**config.mk**
```make
export PLATFORM = sky130hd
export DESIGN_NAME = epc_top
export DESIGN_NICKNAME = d
export VERILOG_FILES = /design/src/include/epc_pkg.sv /design/src/include/epc_if.sv /design/src/logic/epc_pend_flag.sv /design/src/logic/epc_top.sv
export SDC_FILE = /design/constraint.sdc
export NUM_CORES = 1
export LEC_CHECK = 0
export BUFFER_PORTS_ARGS = -buffer_cell sky130_fd_sc_hd__buf_4
export CAP_MARGIN = 20
export CORE_ASPECT_RATIO = 0.9
export CORE_MARGIN = 1.5
export CORE_UTILIZATION = 27
export CTS_CLUSTER_DIAMETER = 120
export DETAILED_ROUTE_END_ITERATION = 8
export PLACE_DENSITY = 0.86
export SYNTH_ARGS = -nofsm -noshare
export SYNTH_HDL_FRONTEND = slang
export SYNTH_SLANG_ARGS = --single-unit
```
**constraint.sdc**
```tcl
create_clock -name i_mclk -period 0.8 [get_ports i_mclk]
set_clock_uncertainty 0.05 [all_clocks]
set_input_delay 0 -clock i_mclk [delete_from_list [all_inputs] [get_ports i_mclk]]
set_output_delay 0 -clock i_mclk [all_outputs]
set_load 0.05 [all_outputs]
```
**src/include/epc_pkg.sv**
```systemverilog
// Purpose: Constants for the exception pending control block
// Assumes: One 32-bit control and state word at a fixed offset
// Notes: Bits outside 28:18 belong to neighbouring logic and read as zero here
package epc_pkg;
    // ****************************************
    // Register map
    // ****************************************
    localparam logic [11:0] EPC_ICS_OFFSET = 12'hD04;
    localparam logic [31:0] EPC_ICS_RESET = 32'h0000_0000;
    // ****************************************
    // Field positions
    // ****************************************
    localparam int EPC_DC_SET_BIT = 28;
    localparam int EPC_DC_CLR_BIT = 27;
    localparam int EPC_TK_SET_BIT = 26;
    localparam int EPC_TK_CLR_BIT = 25;
    localparam int EPC_DBG_IRQ_BIT = 23;
    localparam int EPC_ANY_IRQ_BIT = 22;
    localparam int EPC_RSVD_BIT = 24;
    localparam int EPC_RSVD_LO_MSB = 21;
    localparam int EPC_RSVD_LO_LSB = 18;
    localparam logic EPC_PEND_RESET = 1'h0;
    // ****************************************
    // Access result
    // ****************************************
    typedef enum logic [1:0] {EPC_ACC_NONE, EPC_ACC_OK, EPC_ACC_DENIED} epc_acc_t;
endpackage

```
**src/include/epc_if.sv**
```systemverilog
// Purpose: Carries decoded write strobes between the bus front and pending flags
// Assumes: Strobes are single-cycle pulses
// Notes: One interface instance per exception source
`timescale 1ns/1ps
interface epc_pend_if;
    logic set_pulse;
    logic clr_pulse;
    logic entry_pulse;
    logic pending;
    modport ctl (output set_pulse, output clr_pulse, output entry_pulse, input pending);
    modport flag (input set_pulse, input clr_pulse, input entry_pulse, output pending);
endinterface

```
**src/logic/epc_pend_flag.sv**
```systemverilog
// Purpose: One sticky pending flag with set, clear and handler-entry clear
// Assumes: Caller never sets and clears in one write
// Notes: A set in the same cycle as a clear wins so no event is lost
`timescale 1ns/1ps
module epc_pend_flag (
    // Clock and reset
    input wire logic i_clk,
    input wire logic i_rst_n,
    // Strobes
    epc_pend_if.flag pif
);
    import epc_pkg::*;
    logic pend_q;
    always_ff @(posedge i_clk or negedge i_rst_n) begin
        if (!i_rst_n) begin
            pend_q <= EPC_PEND_RESET;
        end else if (pif.set_pulse) begin
            pend_q <= 1'h1;
        end else if (pif.clr_pulse || pif.entry_pulse) begin
            pend_q <= 1'h0;
        end
    end
    assign pif.pending = pend_q;
endmodule

```
**src/logic/epc_top.sv**
```systemverilog
// Purpose: Set, clear and status bits 28:18 of the interrupt control and state word
// Assumes: Word accesses from the system control space, one cycle per access
// Notes: Privilege checked here; denied accesses raise o_acc_err
//
// What this block does
// - A one written to bit 28 makes the deferred service call pending; a zero does nothing.
// - Bit 28 reads one while the deferred service call is pending.
// - Only a write of bit 28 can make the deferred service call pending.
// - A one written to bit 27 removes the deferred call pending state; a zero does nothing.
// - A one written to bit 26 makes the tick pending, reads of it show that state.
// - The tick pending state reads as one when pending and zero otherwise.
// - A one written to bit 25 clears the tick pending state shown on bit 26.
// - The tick pending state drops only through bit 25 or tick handler entry (i_tk_entry), never through bit 26.
// - Bit 23 tells, in debug mode only, whether release from halt takes an interrupt.
// - Outside debug mode bit 23 reads zero.
// - Bit 22 reads one when any ordinary interrupt is pending, ignoring NMI and faults.
// - Only privileged accesses reach the register; others are refused.
`timescale 1ns/1ps
module epc_top (
    // Clock and reset
    input wire logic i_mclk,
    input wire logic i_resetn,
    // Register access
    input wire logic i_sel,
    input wire logic i_wr,
    input wire logic i_priv,
    input wire logic [11:0] i_addr,
    input wire logic [31:0] i_wdata,
    output logic [31:0] o_rdata,
    output logic o_ack,
    output logic o_acc_err,
    // Core status
    input wire logic i_debug_mode,
    input wire logic i_halt_release_irq,
    input wire logic i_irq_pending,
    input wire logic i_dc_entry,
    input wire logic i_tk_entry,
    // Pending to exception logic
    output logic o_dc_pending,
    output logic o_tk_pending
);
    import epc_pkg::*;

    // ****************************************
    // Reset release
    // ****************************************
    logic rst_meta_q;
    logic rst_n_q;
    always_ff @(posedge i_mclk or negedge i_resetn) begin
        if (!i_resetn) begin
            rst_meta_q <= 1'h0;
            rst_n_q <= 1'h0;
        end else begin
            rst_meta_q <= 1'h1;
            rst_n_q <= rst_meta_q;
        end
    end

    // ****************************************
    // Access decode
    // ****************************************
    function automatic epc_acc_t decode(input logic sel, input logic priv,
                                        input logic [11:0] addr);
        if (!sel || addr != EPC_ICS_OFFSET) begin
            return EPC_ACC_NONE;
        end
        return priv ? EPC_ACC_OK : EPC_ACC_DENIED;
    endfunction

    epc_acc_t acc;
    logic wr_ok;
    assign acc = decode(i_sel, i_priv, i_addr);
    assign wr_ok = (acc == EPC_ACC_OK) && i_wr;

    epc_pend_if dc_if ();
    epc_pend_if tk_if ();

    // Set strobes only from bus writes, no other source
    assign dc_if.set_pulse = wr_ok && i_wdata[EPC_DC_SET_BIT];
    assign dc_if.clr_pulse = wr_ok && i_wdata[EPC_DC_CLR_BIT];
    assign dc_if.entry_pulse = i_dc_entry;
    assign tk_if.set_pulse = wr_ok && i_wdata[EPC_TK_SET_BIT];
    // Set bit never clears; only the clear bit or entry does
    assign tk_if.clr_pulse = wr_ok && i_wdata[EPC_TK_CLR_BIT];
    assign tk_if.entry_pulse = i_tk_entry;

    // ****************************************
    // Pending flags
    // ****************************************
    epc_pend_flag u_dc_flag (
        .i_clk(i_mclk),
        .i_rst_n(rst_n_q),
        .pif(dc_if.flag)
    );
    epc_pend_flag u_tk_flag (
        .i_clk(i_mclk),
        .i_rst_n(rst_n_q),
        .pif(tk_if.flag)
    );
    assign o_dc_pending = dc_if.pending;
    assign o_tk_pending = tk_if.pending;

    // ****************************************
    // Read data
    // ****************************************
    logic [31:0] rd_d;
    always_comb begin
        // Clear bits, reserved bits and neighbours read zero
        rd_d = EPC_ICS_RESET;
        rd_d[EPC_DC_SET_BIT] = dc_if.pending;
        rd_d[EPC_TK_SET_BIT] = tk_if.pending;
        rd_d[EPC_DBG_IRQ_BIT] = i_debug_mode && i_halt_release_irq;
        rd_d[EPC_ANY_IRQ_BIT] = i_irq_pending;
    end

    // Denied reads return zero so user code learns nothing
    always_ff @(posedge i_mclk or negedge rst_n_q) begin
        if (!rst_n_q) begin
            o_rdata <= EPC_ICS_RESET;
        end else if (acc == EPC_ACC_OK && !i_wr) begin
            o_rdata <= rd_d;
        end else begin
            o_rdata <= EPC_ICS_RESET;
        end
    end

    always_ff @(posedge i_mclk or negedge rst_n_q) begin
        if (!rst_n_q) begin
            o_ack <= 1'h0;
            o_acc_err <= 1'h0;
        end else begin
            o_ack <= (acc == EPC_ACC_OK);
            o_acc_err <= (acc == EPC_ACC_DENIED);
        end
    end

    // ****************************************
    // Checks
    // ****************************************
    property p_dc_set;
        @(posedge i_mclk) disable iff (!rst_n_q)
        dc_if.set_pulse |=> o_dc_pending;
    endproperty
    a_dc_set: assert property (p_dc_set) else $error("dc set lost");

    property p_dc_read;
        @(posedge i_mclk) disable iff (!rst_n_q)
        (acc == EPC_ACC_OK && !i_wr) |=> (o_rdata[EPC_DC_SET_BIT] == $past(o_dc_pending));
    endproperty
    a_dc_read: assert property (p_dc_read) else $error("dc read wrong");

    property p_dc_only_set;
        @(posedge i_mclk) disable iff (!rst_n_q)
        $rose(o_dc_pending) |-> $past(wr_ok && i_wdata[EPC_DC_SET_BIT]);
    endproperty
    a_dc_only_set: assert property (p_dc_only_set) else $error("dc set by other");

    property p_dc_clr;
        @(posedge i_mclk) disable iff (!rst_n_q)
        (wr_ok && i_wdata[EPC_DC_CLR_BIT] && !i_wdata[EPC_DC_SET_BIT]) |=> !o_dc_pending;
    endproperty
    a_dc_clr: assert property (p_dc_clr) else $error("dc clear failed");

    property p_tk_set;
        @(posedge i_mclk) disable iff (!rst_n_q)
        tk_if.set_pulse |=> o_tk_pending;
    endproperty
    a_tk_set: assert property (p_tk_set) else $error("tick set lost");

    property p_tk_read;
        @(posedge i_mclk) disable iff (!rst_n_q)
        (acc == EPC_ACC_OK && !i_wr) |=> (o_rdata[EPC_TK_SET_BIT] == $past(o_tk_pending));
    endproperty
    a_tk_read: assert property (p_tk_read) else $error("tick read wrong");

    property p_tk_clr;
        @(posedge i_mclk) disable iff (!rst_n_q)
        (wr_ok && i_wdata[EPC_TK_CLR_BIT] && !i_wdata[EPC_TK_SET_BIT]) |=> !o_tk_pending;
    endproperty
    a_tk_clr: assert property (p_tk_clr) else $error("tick clear failed");

    property p_tk_fall;
        @(posedge i_mclk) disable iff (!rst_n_q)
        $fell(o_tk_pending) |-> $past(tk_if.clr_pulse || i_tk_entry);
    endproperty
    a_tk_fall: assert property (p_tk_fall) else $error("tick dropped wrongly");

    property p_dbg_bit;
        @(posedge i_mclk) disable iff (!rst_n_q)
        (acc == EPC_ACC_OK && !i_wr && !i_debug_mode) |=> !o_rdata[EPC_DBG_IRQ_BIT];
    endproperty
    a_dbg_bit: assert property (p_dbg_bit) else $error("debug bit outside debug");

    property p_dbg_val;
        @(posedge i_mclk) disable iff (!rst_n_q)
        (acc == EPC_ACC_OK && !i_wr && i_debug_mode)
            |=> (o_rdata[EPC_DBG_IRQ_BIT] == $past(i_halt_release_irq));
    endproperty
    a_dbg_val: assert property (p_dbg_val) else $error("debug bit wrong");

    property p_any_irq;
        @(posedge i_mclk) disable iff (!rst_n_q)
        (acc == EPC_ACC_OK && !i_wr) |=> (o_rdata[EPC_ANY_IRQ_BIT] == $past(i_irq_pending));
    endproperty
    a_any_irq: assert property (p_any_irq) else $error("irq pending bit wrong");

    property p_rsvd;
        @(posedge i_mclk) disable iff (!rst_n_q)
        !o_rdata[EPC_RSVD_BIT] && o_rdata[EPC_RSVD_LO_MSB:EPC_RSVD_LO_LSB] == 4'h0
            && !o_rdata[EPC_DC_CLR_BIT] && !o_rdata[EPC_TK_CLR_BIT];
    endproperty
    a_rsvd: assert property (p_rsvd) else $error("reserved bit set");

    property p_denied;
        @(posedge i_mclk) disable iff (!rst_n_q)
        (acc == EPC_ACC_DENIED) |=> (o_acc_err && !o_ack && o_rdata == 32'h0);
    endproperty
    a_denied: assert property (p_denied) else $error("user access not refused");

    property p_entry;
        @(posedge i_mclk) disable iff (!rst_n_q)
        (i_dc_entry && !dc_if.set_pulse) |=> !o_dc_pending;
    endproperty
    a_entry: assert property (p_entry) else $error("entry did not clear");

    // ****************************************
    // Entry, edge, hold, access and reset checks
    // ****************************************
    property p_tk_entry;
        @(posedge i_mclk) disable iff (!rst_n_q)
        (i_tk_entry && !tk_if.set_pulse) |=> !o_tk_pending;
    endproperty
    a_tk_entry: assert property (p_tk_entry) else $error("tick entry did not clear");

    property p_dc_fall;
        @(posedge i_mclk) disable iff (!rst_n_q)
        $fell(o_dc_pending) |-> $past(dc_if.clr_pulse || i_dc_entry);
    endproperty
    a_dc_fall: assert property (p_dc_fall) else $error("dc dropped wrongly");

    property p_tk_rise;
        @(posedge i_mclk) disable iff (!rst_n_q)
        $rose(o_tk_pending) |-> $past(tk_if.set_pulse);
    endproperty
    a_tk_rise: assert property (p_tk_rise) else $error("tick set by other");

    property p_dc_hold;
        @(posedge i_mclk) disable iff (!rst_n_q)
        (!dc_if.set_pulse && !dc_if.clr_pulse && !i_dc_entry) |=> $stable(o_dc_pending);
    endproperty
    a_dc_hold: assert property (p_dc_hold) else $error("dc moved without strobe");

    property p_tk_hold;
        @(posedge i_mclk) disable iff (!rst_n_q)
        (!tk_if.set_pulse && !tk_if.clr_pulse && !i_tk_entry) |=> $stable(o_tk_pending);
    endproperty
    a_tk_hold: assert property (p_tk_hold) else $error("tick moved without strobe");

    property p_ack;
        @(posedge i_mclk) disable iff (!rst_n_q)
        (acc == EPC_ACC_OK) |=> (o_ack && !o_acc_err);
    endproperty
    a_ack: assert property (p_ack) else $error("access not acknowledged");

    property p_err_ok;
        @(posedge i_mclk) disable iff (!rst_n_q)
        (acc != EPC_ACC_DENIED) |=> !o_acc_err;
    endproperty
    a_err_ok: assert property (p_err_ok) else $error("stray access error");

    property p_unmapped;
        @(posedge i_mclk) disable iff (!rst_n_q)
        (acc == EPC_ACC_NONE) |=> (!o_ack && o_rdata == EPC_ICS_RESET);
    endproperty
    a_unmapped: assert property (p_unmapped) else $error("unmapped access answered");

    property p_rd_idle;
        @(posedge i_mclk) disable iff (!rst_n_q)
        !(acc == EPC_ACC_OK && !i_wr) |=> (o_rdata == EPC_ICS_RESET);
    endproperty
    a_rd_idle: assert property (p_rd_idle) else $error("rdata not zero");

    property p_denied_keep;
        @(posedge i_mclk) disable iff (!rst_n_q)
        (acc == EPC_ACC_DENIED && !i_dc_entry && !i_tk_entry)
            |=> ($stable(o_dc_pending) && $stable(o_tk_pending));
    endproperty
    a_denied_keep: assert property (p_denied_keep) else $error("denied moved flag");

    // Checked without disable so the reset state itself is watched
    property p_rst_quiet;
        @(posedge i_mclk)
        !rst_n_q |-> (!o_dc_pending && !o_tk_pending && !o_ack && !o_acc_err);
    endproperty
    a_rst_quiet: assert property (p_rst_quiet) else $error("outputs active in reset");

    c_dc_set: cover property (@(posedge i_mclk) disable iff (!rst_n_q) $rose(o_dc_pending));
    c_tk_clr: cover property (@(posedge i_mclk) disable iff (!rst_n_q) $fell(o_tk_pending));
    c_denied: cover property (@(posedge i_mclk) disable iff (!rst_n_q) o_acc_err);
    c_back: cover property (@(posedge i_mclk) disable iff (!rst_n_q) o_ack ##1 o_ack);
    c_entry: cover property (@(posedge i_mclk) disable iff (!rst_n_q)
        o_tk_pending ##1 i_tk_entry ##1 !o_tk_pending);
endmodule

```
==> metrics.md, run 1 <==
| Metric | Value |
|---|---|
| Outcome | finished, violations left |
| Violated checks | negative setup slack |
| Area delta synth->final | 56.2% |
| Num CTS Buffers | 3 |
| Worst path depth | 1 |
| Final nets | between 150 and 200 |
| Finished Layout Cells | 137 |
| GR Util met2 | 0.254 |
| Worst VDD drop | roughly 0.87 mV |
| Synth area leader | dfrtp_1 |
| Initial antenna violation count | 0 |
| Synthesized flop and latch total | 10 |
| Worst Slack Setup Final | -93.0 ps |
| R2R Setup Slk | -60 ps |
| Most frequent cell after synthesis | buf_4 |
| Clk slew on worst S/H paths | approximately 60 ps |
| First-pass GRT wire length | 2350 µm |
| Critical-path top delay cell | dfrtp_2 |
| Mapped Area | about 660 µm² |
| WS Path Type | reg -> out |
| Routing usage on met1 | 0.0987 |
| Die W | 55.1 µm |
| Max Clock Freq | 1120 MHz |
| Pin count of the biggest net entering global routing | 9 |
| WHS | roughly 10 ps |
| Clock Latency Late Sink | approximately 260 ps |
| CP Capture Type | output port |
| RSZ-0062 raised after global routing | true |
| Power Density | ~1300 nW/µm² |
| Die area | 2750 µm² |
| Top area cells in the synthesized netlist | dfrtp_1 (38%), buf_4 (32%), nor4b_4 (7.2%), nor3_2 (3.0%), a21o_1 (2.3%) |
| Area share of the largest cell type after synthesis | 0.379 |
| # port buffers | 33 |
| ANT nets after route | 0 |
| Final period utilization | 1.12 |
| Crit-path max FO | 3 |
| Worst setup endpoint | o_tk_pending |
| H-tree level count | 1 |
| Global route hottest layer | met2 |
| GR Layer Usage met3 | 0.0212 |
| Remaining global-route overflow | 0 |
| Reg2reg path depth | 3 |
| Dpl cells | approximately 130 |
| Detailed Routing Iterations Pass 1 | 2 |
| Via density | between 3 and 4 |
| Min-delay worst type | in -> reg |
| Avg WL per Cell | between 10 and 15 µm |
| Async S/R FF share, synth | 1.00 |
| Post-synth cell types | 17 |
| Antenna Diode Count | 0 |
| TNS Setup | -639 ps |
| Ys flop type | dfrtp_1 |
| CP Launch Type | register |
| CP bufs+invs | 1 |
| Post-Syn Instances | between 60 and 70 |
| Setup Viol. Count Final | 14 |
| CP delay by family, top | flip-flops |
| Slew Limit Fails | 0 |
| Postcts setup bufs | 0 |
| CTS tree | yes |
| Violation count after the first detailed-route iteration | 1 |
| Die Ht | about 50 µm |
| CP cell instances | buf_6 |
| Crit. Startpoint | u_tk_flag.pif.pending |
| Register area share after synthesis | 0.379 |
| Total Routing Usage GR | 0.128 |
| Max cap viols | 0 |
| Share of cells above drive strength 1 | 0.464 |
| Mean post-synth cell area | 10.5 µm² |
| Number of core rows | 16 |
| Total detailed-routing wirelength | ~1600 µm |
| Yosys warnings | 0 |
| CTS root buf | clkbuf_4 |
| Max stage delay on crit path | ~420 ps |
| Vias | 520 |
| # fillers | around 200 |
| Starting Density | 0.295 |
| Final Hold Fails | 0 |
| Hpwl dp | 1180 µm |
| DRC | 0 |
| P_leak | roughly 0.57 nW |
| Vias in the first global route | 538 |
| Synth cell count leaders | buf_4 (28), dfrtp_1 (10) |
| Worst EP required | between 700 and 800 ps |
| RD Place Congestion | 0.643 |
| End of the worst register-to-register path | u_dc_flag.pif.pending |
| CP arrival | about 840 ps |
| Number of buffers on the longest clock path | 2 |
| Final core utilization | 0.460 |
| Post-layout minimum cycle time | 893 ps |
| Core area | about 2200 µm² |
| Post-synth EDFFs | 0 |
| Critical R2R Launch | u_dc_flag.pif.pending |
| Clock net sink count | 10 |
| Top-Level Pins | 90 |
sequential cells by signal (all words and copies together), names as in the netlist:
signal and flops:
u_dc_flag.pif.pending 1, o_ack 1, rst_meta_q 1, o_acc_err 1, rst_n_q 1, u_tk_flag.pif.pending 1
o_rdata 4
worst min-delay path by stage:
stage / from / end / slack (ps) / depth (start not counted)
2_1_floorplan: i_resetn / rst_meta_q / -350 / 0
3_3_place_gp: i_resetn / rst_meta_q / -270 / 1
3_5_place_dp: i_resetn / rst_n_q / -260 / 1
4_1_cts: i_wdata[27] / u_dc_flag.pif.pending / 9 / 3
5_1_grt: i_wdata[27] / u_dc_flag.pif.pending / 10 / 3
6_report: i_wdata[27] / u_dc_flag.pif.pending / 10 / 3
metal layers:
layer  vias up  routed length (µm)
li1        240                   -
met1       231                 481
met2        45                 888
met3         4                 208
met4         0                  49
met5         -                   0
cells in the final DEF, fill, tap and decap left out, types with 2 or more instances in the layout:
| cell | Yosys | final |
|---|---|---|
| a21o_1 | 2 | 2 |
| and2_1 | 2 | 2 |
| buf_4 | 28 | 24 |
| buf_6 | 0 | 12 |
| clkbuf_4 | 0 | 3 |
| conb_1 | 2 | 29 |
| dfrtp_1 | 10 | 8 |
| dfrtp_2 | 0 | 2 |
| dlygate4sd3_1 | 0 | 9 |
| inv_1 | 2 | 2 |
| nand2b_1 | 2 | 2 |
| nor2_1 | 2 | 2 |
| nor4b_4 | 2 | 2 |
layout make-up:
class / count / area [µm²] / area share
clock buffers: 3 / 22.5 / 0.0218
flip-flops and latches: 10 / 253 / 0.245
well taps: 27 / 33.8 / 0.0327
multi-input cells: 50 / 310 / 0.301
inverters: 2 / 7.51 / 0.00727
repair buffers: 45 / 405 / 0.393
where the power goes:
group / internal (mW) / switching, mW / leakage [nW]
sequential: 0.511 / 0.00825 / 0.132
combinational: 0.133 / 0.341 / 0.423
clock: 0.173 / 0.161 / 0.0138
stage by stage:
step	power, mW	setup WS (ps)	area [µm²]
floorplan	0.940	-146	764
global placement	0.947	-305	858
detailed placement	0.953	-417	858
CTS	1.33	-93.7	1030
global route	1.39	-122	1030
finish	1.33	-93.0	1030
timing repair:
item / in CTS / in global routing
hold buffers: 9 / 0
pin swaps: 1 / 2
setup endpoints to repair: 14 / 14
endpoints found under the hold margin: 7 / 0
resized for setup: 15 / 1
logic make-up after synthesis:
kind of cell,Yosys count,synth area share
AOI/OAI and AO/OA,4,0.0379
buffers and inverters,30,0.330
DFF,10,0.379
other,2,0.0114
and+or+nand+nor,17,0.242
(Power assumes the default switching activity.)
==> run 2: changes to the inputs <==
==> config.mk (replaced) <==
export PLATFORM = sky130hd
export DESIGN_NAME = epc_top
export DESIGN_NICKNAME = d
export VERILOG_FILES = /design/src/include/epc_pkg.sv /design/src/include/epc_if.sv /design/src/logic/epc_pend_flag.sv /design/src/logic/epc_top.sv
export SDC_FILE = /design/constraint.sdc
export NUM_CORES = 1
export LEC_CHECK = 0
export CAP_MARGIN = 20
export CORE_AREA = 2 2 39 41
export CTS_CLUSTER_DIAMETER = 120
export DETAILED_ROUTE_END_ITERATION = 8
export DIE_AREA = 0 0 41 43
export DONT_BUFFER_PORTS = 1
export PLACE_DENSITY = 0.78
export SYNTH_ARGS = -nofsm -noshare
export SYNTH_HDL_FRONTEND = slang
export SYNTH_SLANG_ARGS = --single-unit
==> run 2 against run 1 <==
  * The flow finishes with violations (negative hold slack, negative setup slack)
  * Sequential share of layout area increased by 3.8 points
  * Cell area decreased by 13%
  * Combinational power decreased by 21%
  * Cell count decreased by 24%
  * Non-clock buffer count decreased by 23
  * Die area decreased by 36%
  * Maximum frequency about the same
  * Hold slack got worse by 120 ps
==> metrics.md, run 2 (synthesized netlist as in run 1, its figures left out) <==
| Metric | Value |
|---|---|
| CP arrival | 840 ps |
| Register area | 253 µm² |
| Die area | 1760 µm² |
| Dpl cells | between 80 and 90 |
| CP delay by family, top | flip-flops |
| P_leak | 0.478 nW |
| H-tree level count | 1 |
| Num CTS Buffers | 3 |
| CP Capture Type | output port |
| Setup Viol. Count Final | 10 |
| Total Routing Usage GR | 0.126 |
| RD Place Congestion | approximately 0.65 |
| CP Launch Type | register |
| Max stage delay on crit path | 430 ps |
| Total power | between 1 and 1.5 mW |
| First-pass GRT wire length | 1510 µm |
| Clock net sink count | 10 |
| # fillers | 105 |
| Worst EP required | around 750 ps |
| CP cell instances | buf_6 |
| Remaining global-route overflow | 0 |
| Top reg by flops | o_rdata |
| CTS root buf | clkbuf_4 |
| Initial antenna violation count | 0 |
| Max reg flops | 4 |
| Core area | between 1000 and 1500 µm² |
| Clk slew on worst S/H paths | about 60 ps |
| Avg WL per Cell | 10.2 µm |
| Outcome | finished, violations left |
| Footprint of the multi-input gates | about 320 µm² |
| Pin count of the biggest net entering global routing | 9 |
| Vias | between 400 and 500 |
| Max cap viols | 0 |
| Finished Layout Cells | roughly 100 |
| Clock Latency Late Sink | about 260 ps |
| Worst Slack Setup Final | -93.0 ps |
| Most common cell after layout, fill and taps aside | conb_1 |
| CP bufs+invs | 1 |
| Vias in the first global route | between 300 and 400 |
| CTS tree | yes |
| Crit. Startpoint | u_tk_flag.pif.pending |
| GR Util met2 | 0.197 |
| Number of core rows | 14 |
| WHS | -113 ps |
| Final period utilization | 1.12 |
| Routing usage on met1 | 0.154 |
| ANT nets after route | 0 |
| Detailed Routing Iterations Pass 1 | 4 |
| Commonest non-fill, non-tap cells in the layout | conb_1 (29), dlygate4sd3_1 (13), dfrtp_1 (8) |
| Critical-path top delay cell | dfrtp_2 |
| Global route hottest layer | met2 |
| R2R Setup Slk | -50 ps |
| Starting Density | 0.477 |
| Crit-path max FO | 3 |
| Top-Level Pins | 90 |
| # port buffers | 0 |
| DRC | 0 |
| Critical R2R Launch | u_tk_flag.pif.pending |
| Area delta synth->final | 35.2% |
| Pre-CTS setup slack | -217 ps |
| Number of buffers on the longest clock path | 2 |
| Hpwl dp | between 700 and 800 µm |
| Min-delay worst type | in -> reg |
| Violated checks | negative hold slack, negative setup slack |
| WS Path Type | reg -> out |
| Violation count after the first detailed-route iteration | 5 |
| Final nets | 143 |
| Hold_sp | i_addr[3] |
| Power Density | between 1000 and 1500 nW/µm² |
| Total detailed-routing wirelength | 1060 µm |
| Max Clock Freq | around 1100 MHz |
| Die W | a little over 40 µm |
| RSZ-0062 raised after global routing | true |
| GR Layer Usage met3 | 0.0471 |
| Post-layout minimum cycle time | between 800 and 900 ps |
| Slew Limit Fails | 0 |
| Antenna Diode Count | 0 |
| Die Ht | 43 µm |
| Share of cells above drive strength 1 | 0.273 |
| Final Hold Fails | 2 |
| CTS Hold Bufs | 14 |
| Via density | approximately 4.1 |
| Worst VDD drop | slightly below 0.9 mV |
[run 2: changes by cell type in the layout (fill, tap and decap cells not counted), moves of 3 or more]
cell	before	now
buf_12	0	3
buf_4	24	0
buf_6	12	5
dlygate4sd3_1	9	13
[run 2: metal layers]
layer  share of wire  wire length, µm
met2            0.51              537
met5               0                0
met4          0.0019                2
met1            0.37              394
met3            0.12              124
[run 2: power breakdown]
| group | switching [mW] | internal (mW) | total [mW] | leakage, nW |
|---|---|---|---|---|
| registers | 0.00762 | 0.510 | 0.518 | 0.132 |
| clock network | 0.170 | 0.276 | 0.446 | 0.0210 |
| logic | 0.313 | 0.0621 | 0.375 | 0.326 |
| total | 0.491 | 0.849 | 1.34 | 0.478 |
[run 2: final cells by class]
| cell class | count | share of cell area |
|---|---|---|
| Multi-Input combinational cell | 50 | 0.356 |
| Timing Repair Buffer | 22 | 0.290 |
| Sequential cell | 10 | 0.283 |
| Clock buffer | 4 | 0.0406 |
| Tap cell | 16 | 0.0224 |
| Inverter | 2 | 0.00840 |
[run 2: tightest hold or removal path, stage by stage]
cell and delay (ps):
nor4b_4 30, nand4_4 90, nor2_1 40
[run 2: timing repair]
item / in CTS / in global routing
endpoints found under the hold margin: 10 / 2
buffers inserted: 0 / 0
gates resized for setup: 5 / 5
pin swaps: 0 / 1
endpoints found under the setup margin: 10 / 14
[run 2: final timing paths]
| check | to | cells after the start |
|---|---|---|
| min in group asynchronous | o_rdata[22] | 0 |
| min reg2reg | o_rdata[22] | 0 |
| max in group asynchronous | rst_n_q | 2 |
| max reg2reg | u_tk_flag.pif.pending | 3 |
| max | o_tk_pending | 1 |
| min | o_ack | 3 |
[run 2: per-stage QoR]
| stage | TNS, ps | util | area, µm² |
|---|---|---|---|
| after global placement | -774 | 0.486 | 672 |
| after CTS | -731 | 0.627 | 867 |
| after global routing | -892 | 0.646 | 893 |
| final | -538 | 0.646 | 893 |
| after detailed placement | -1110 | 0.486 | 672 |
| after floorplan | -576 | - | 764 |
==> run 3: changes to the inputs <==
--- a/config.mk
+++ b/config.mk
@@ -6,12 +6,13 @@
 export NUM_CORES = 1
 export LEC_CHECK = 0
 export CAP_MARGIN = 20
-export CORE_AREA = 2 2 39 41
+export CORE_ASPECT_RATIO = 0.9
+export CORE_MARGIN = 1.5
+export CORE_UTILIZATION = 33
 export CTS_CLUSTER_DIAMETER = 120
 export DETAILED_ROUTE_END_ITERATION = 8
-export DIE_AREA = 0 0 41 43
 export DONT_BUFFER_PORTS = 1
-export PLACE_DENSITY = 0.78
+export PLACE_DENSITY = 0.59
 export SYNTH_ARGS = -nofsm -noshare
 export SYNTH_HDL_FRONTEND = slang
 export SYNTH_SLANG_ARGS = --single-unit
==> run 3 against run 2 <==
  * The run ends with negative setup slack left
  * Sequential share of layout area shrank 0.92 points
  * Sequential power is essentially flat
  * Maximum frequency grew 0.30%
  * Critical endpoint unchanged
  * Largest cell class unchanged
  * Largest power group unchanged
==> metrics.md, run 3 (synthesized netlist as in run 1, its figures left out) <==
| Metric | Value |
|---|---|
| Outcome | finished, violations left |
| Violated checks | negative setup slack |
| Clock Latency Late Sink | around 260 ps |
| CTS root buf | clkbuf_4 |
| RD Place Congestion | about 0.7 |
| Final nets | 143 |
| # fillers | 191 |
| Crit-path max FO | 3 |
| Die area | approximately 2300 µm² |
| Hold_sp | i_addr[3] |
| Initial antenna violation count | 0 |
| Die W | 50.2 µm |
| Min-delay worst type | in -> reg |
| ANT nets after route | 0 |
| Switch Pwr | between 400 and 500 µW |
| CP cell instances | buf_6 |
| RSZ-0062 raised after global routing | true |
| DRC | 0 |
| Max stage delay on crit path | between 400 and 500 ps |
| Most common cell after layout, fill and taps aside | conb_1 |
| Postcts setup bufs | 0 |
| Vias | roughly 420 |
| Critical-path top delay cell | dfrtp_2 |
| Max Clock Freq | 1120 MHz |
| Total power | 1.33 mW |
| Hold Path End | o_ack |
| Power Density | 1440 nW/µm² |
| # port buffers | 0 |
| CTS tree | yes |
| End of the worst register-to-register path | u_dc_flag.pif.pending |
| R2R Setup Slk | -50 ps |
| Area delta synth->final | 39.8% |
| CP bufs+invs | 1 |
| Via density | about 3.7 |
| Max reg flops | 4 |
| Clk slew on worst S/H paths | 60 ps |
| Clock net sink count | 10 |
| Core area | roughly 1900 µm² |
| P_leak | 0.478 nW |
| Top-Level Pins | 90 |
| Total detailed-routing wirelength | around 1100 µm |
| Final Hold Fails | 0 |
| Pre-CTS setup slack | -191 ps |
| Remaining global-route overflow | 0 |
| P_int | approximately 850 µW |
| Worst VDD drop | approximately 1.0 mV |
| CP delay by family, top | flip-flops |
| Num CTS Buffers | 3 |
| Commonest non-fill, non-tap cells in the layout | conb_1 (29), dlygate4sd3_1 (12), dfrtp_1 (8) |
| Logic pwr share | 0.279 |
| Total Routing Usage GR | 0.100 |
| Detailed Routing Iterations Pass 1 | 2 |
| Number of core rows | 15 |
| Post-layout minimum cycle time | between 800 and 900 ps |
| Hpwl dp | just under 900 µm |
| Reg2reg path depth | 3 |
| Antenna Diode Count | 0 |
| Hold depth | 4 |
| Max cap viols | 0 |
| Setup Viol. Count Final | 13 |
| Avg WL per Cell | around 10 µm |
| Starting Density | 0.349 |
| Post-route cell area | just over 900 µm² |
| Number of buffers on the longest clock path | 2 |
| Violation count after the first detailed-route iteration | 4 |
| Slew Limit Fails | 0 |
| WS Path Type | reg -> out |
| Placement Cell Area | 728 µm² |
| Share of cells above drive strength 1 | 0.307 |
| First-pass GRT wire length | approximately 1500 µm |
| CP Launch Type | register |
| Top reg by flops | o_rdata |
| CP arrival | 840 ps |
| Vias in the first global route | 333 |
| Worst Slack Setup Final | -90.3 ps |
| Worst EP required | ~750 ps |
| Reg power frac | 0.390 |
| CP Capture Type | output port |
| Switching share of power | 0.364 |
| Critical R2R Launch | u_dc_flag.pif.pending |
| Die Ht | 45.4 µm |
| Clock network fraction of design power | 0.332 |
| Final period utilization | 1.11 |
| H-tree level count | 1 |
| Pin count of the biggest net entering global routing | 9 |
| Final core utilization | 0.487 |
run 3: cell types whose count changed in the layout (fill, tap and decap cells not counted):
| cell | previous run | this run |
|---|---|---|
| a21oi_2 | 1 | 2 |
| buf_4 | 0 | 1 |
| buf_6 | 5 | 2 |
| a21oi_1 | 1 | 0 |
| dlygate4sd3_1 | 13 | 12 |
| inv_1 | 2 | 1 |
| nand4_4 | 1 | 0 |
| nand4_2 | 0 | 1 |
| inv_2 | 0 | 1 |
| buf_12 | 3 | 6 |
run 3: stage by stage:
stage	hold slack [ps]	TNS [ps]	cells
2_1_floorplan	-346	-576	90
3_3_place_gp	-346	-806	96
3_5_place_dp	-346	-1140	96
4_1_cts	-24.5	-1110	113
5_1_grt	21.8	-1170	113
6_report	21.7	-672	113
run 3: timing repair:
item                                    4_1_cts  5_1_grt
hold endpoints to repair                     10        0
gates resized for setup                       2        6
hold buffers                                 13        0
pin swaps                                     0        3
endpoints found under the setup margin       10       14
run 3: how the worst max path moves through the flow:
| stage | slack [ps] | from | end | cells past startpoint |
|---|---|---|---|---|
| detailed placement | -190 | i_addr[7] | o_rdata[23] | 4 |
| global placement | -140 | i_addr[7] | o_rdata[23] | 4 |
| finish | -90 | u_tk_flag.pif.pending | o_tk_pending | 1 |
| CTS | -110 | u_dc_flag.pif.pending | o_dc_pending | 1 |
| floorplan | -150 | u_tk_flag.pif.pending | u_tk_flag.pif.pending | 3 |
| global route | -130 | u_tk_flag.pif.pending | o_tk_pending | 1 |
run 3: worst reg2reg max path, delay by kind of cell, from the launching register on:
family | cells | cell delay, ps
flip-flops | 1 | 420
AO/OA/AOI/OAI | 2 | 180
AND/OR/NAND/NOR | 1 | 90
run 3: cell type report:
type,count,area (µm²),share of cell area
Tap cell,25,31.3,0.0339
Multi-Input combinational cell,50,313,0.339
Timing Repair Buffer,22,283,0.306
Sequential cell,10,253,0.274
Clock buffer,4,36.3,0.0393
Inverter,2,7.51,0.00813
run 3: power by group through the flow:
stage	registers (mW)	logic (mW)	clock network, mW
3_3_place_gp	0.528	0.307	0
3_5_place_dp	0.528	0.307	0
6_report	0.518	0.370	0.441
4_1_cts	0.519	0.362	0.459
2_1_floorplan	0.526	0.414	0
5_1_grt	0.520	0.384	0.483
run 3: routing by layer:
layer  vias up  track usage  part of all wire
met1       196       0.0814              0.27
li1        195            -                 -
met2        28        0.179              0.62
met3         2       0.0757              0.11
met4         0       0.0500            0.0045
met5         -            0                 0
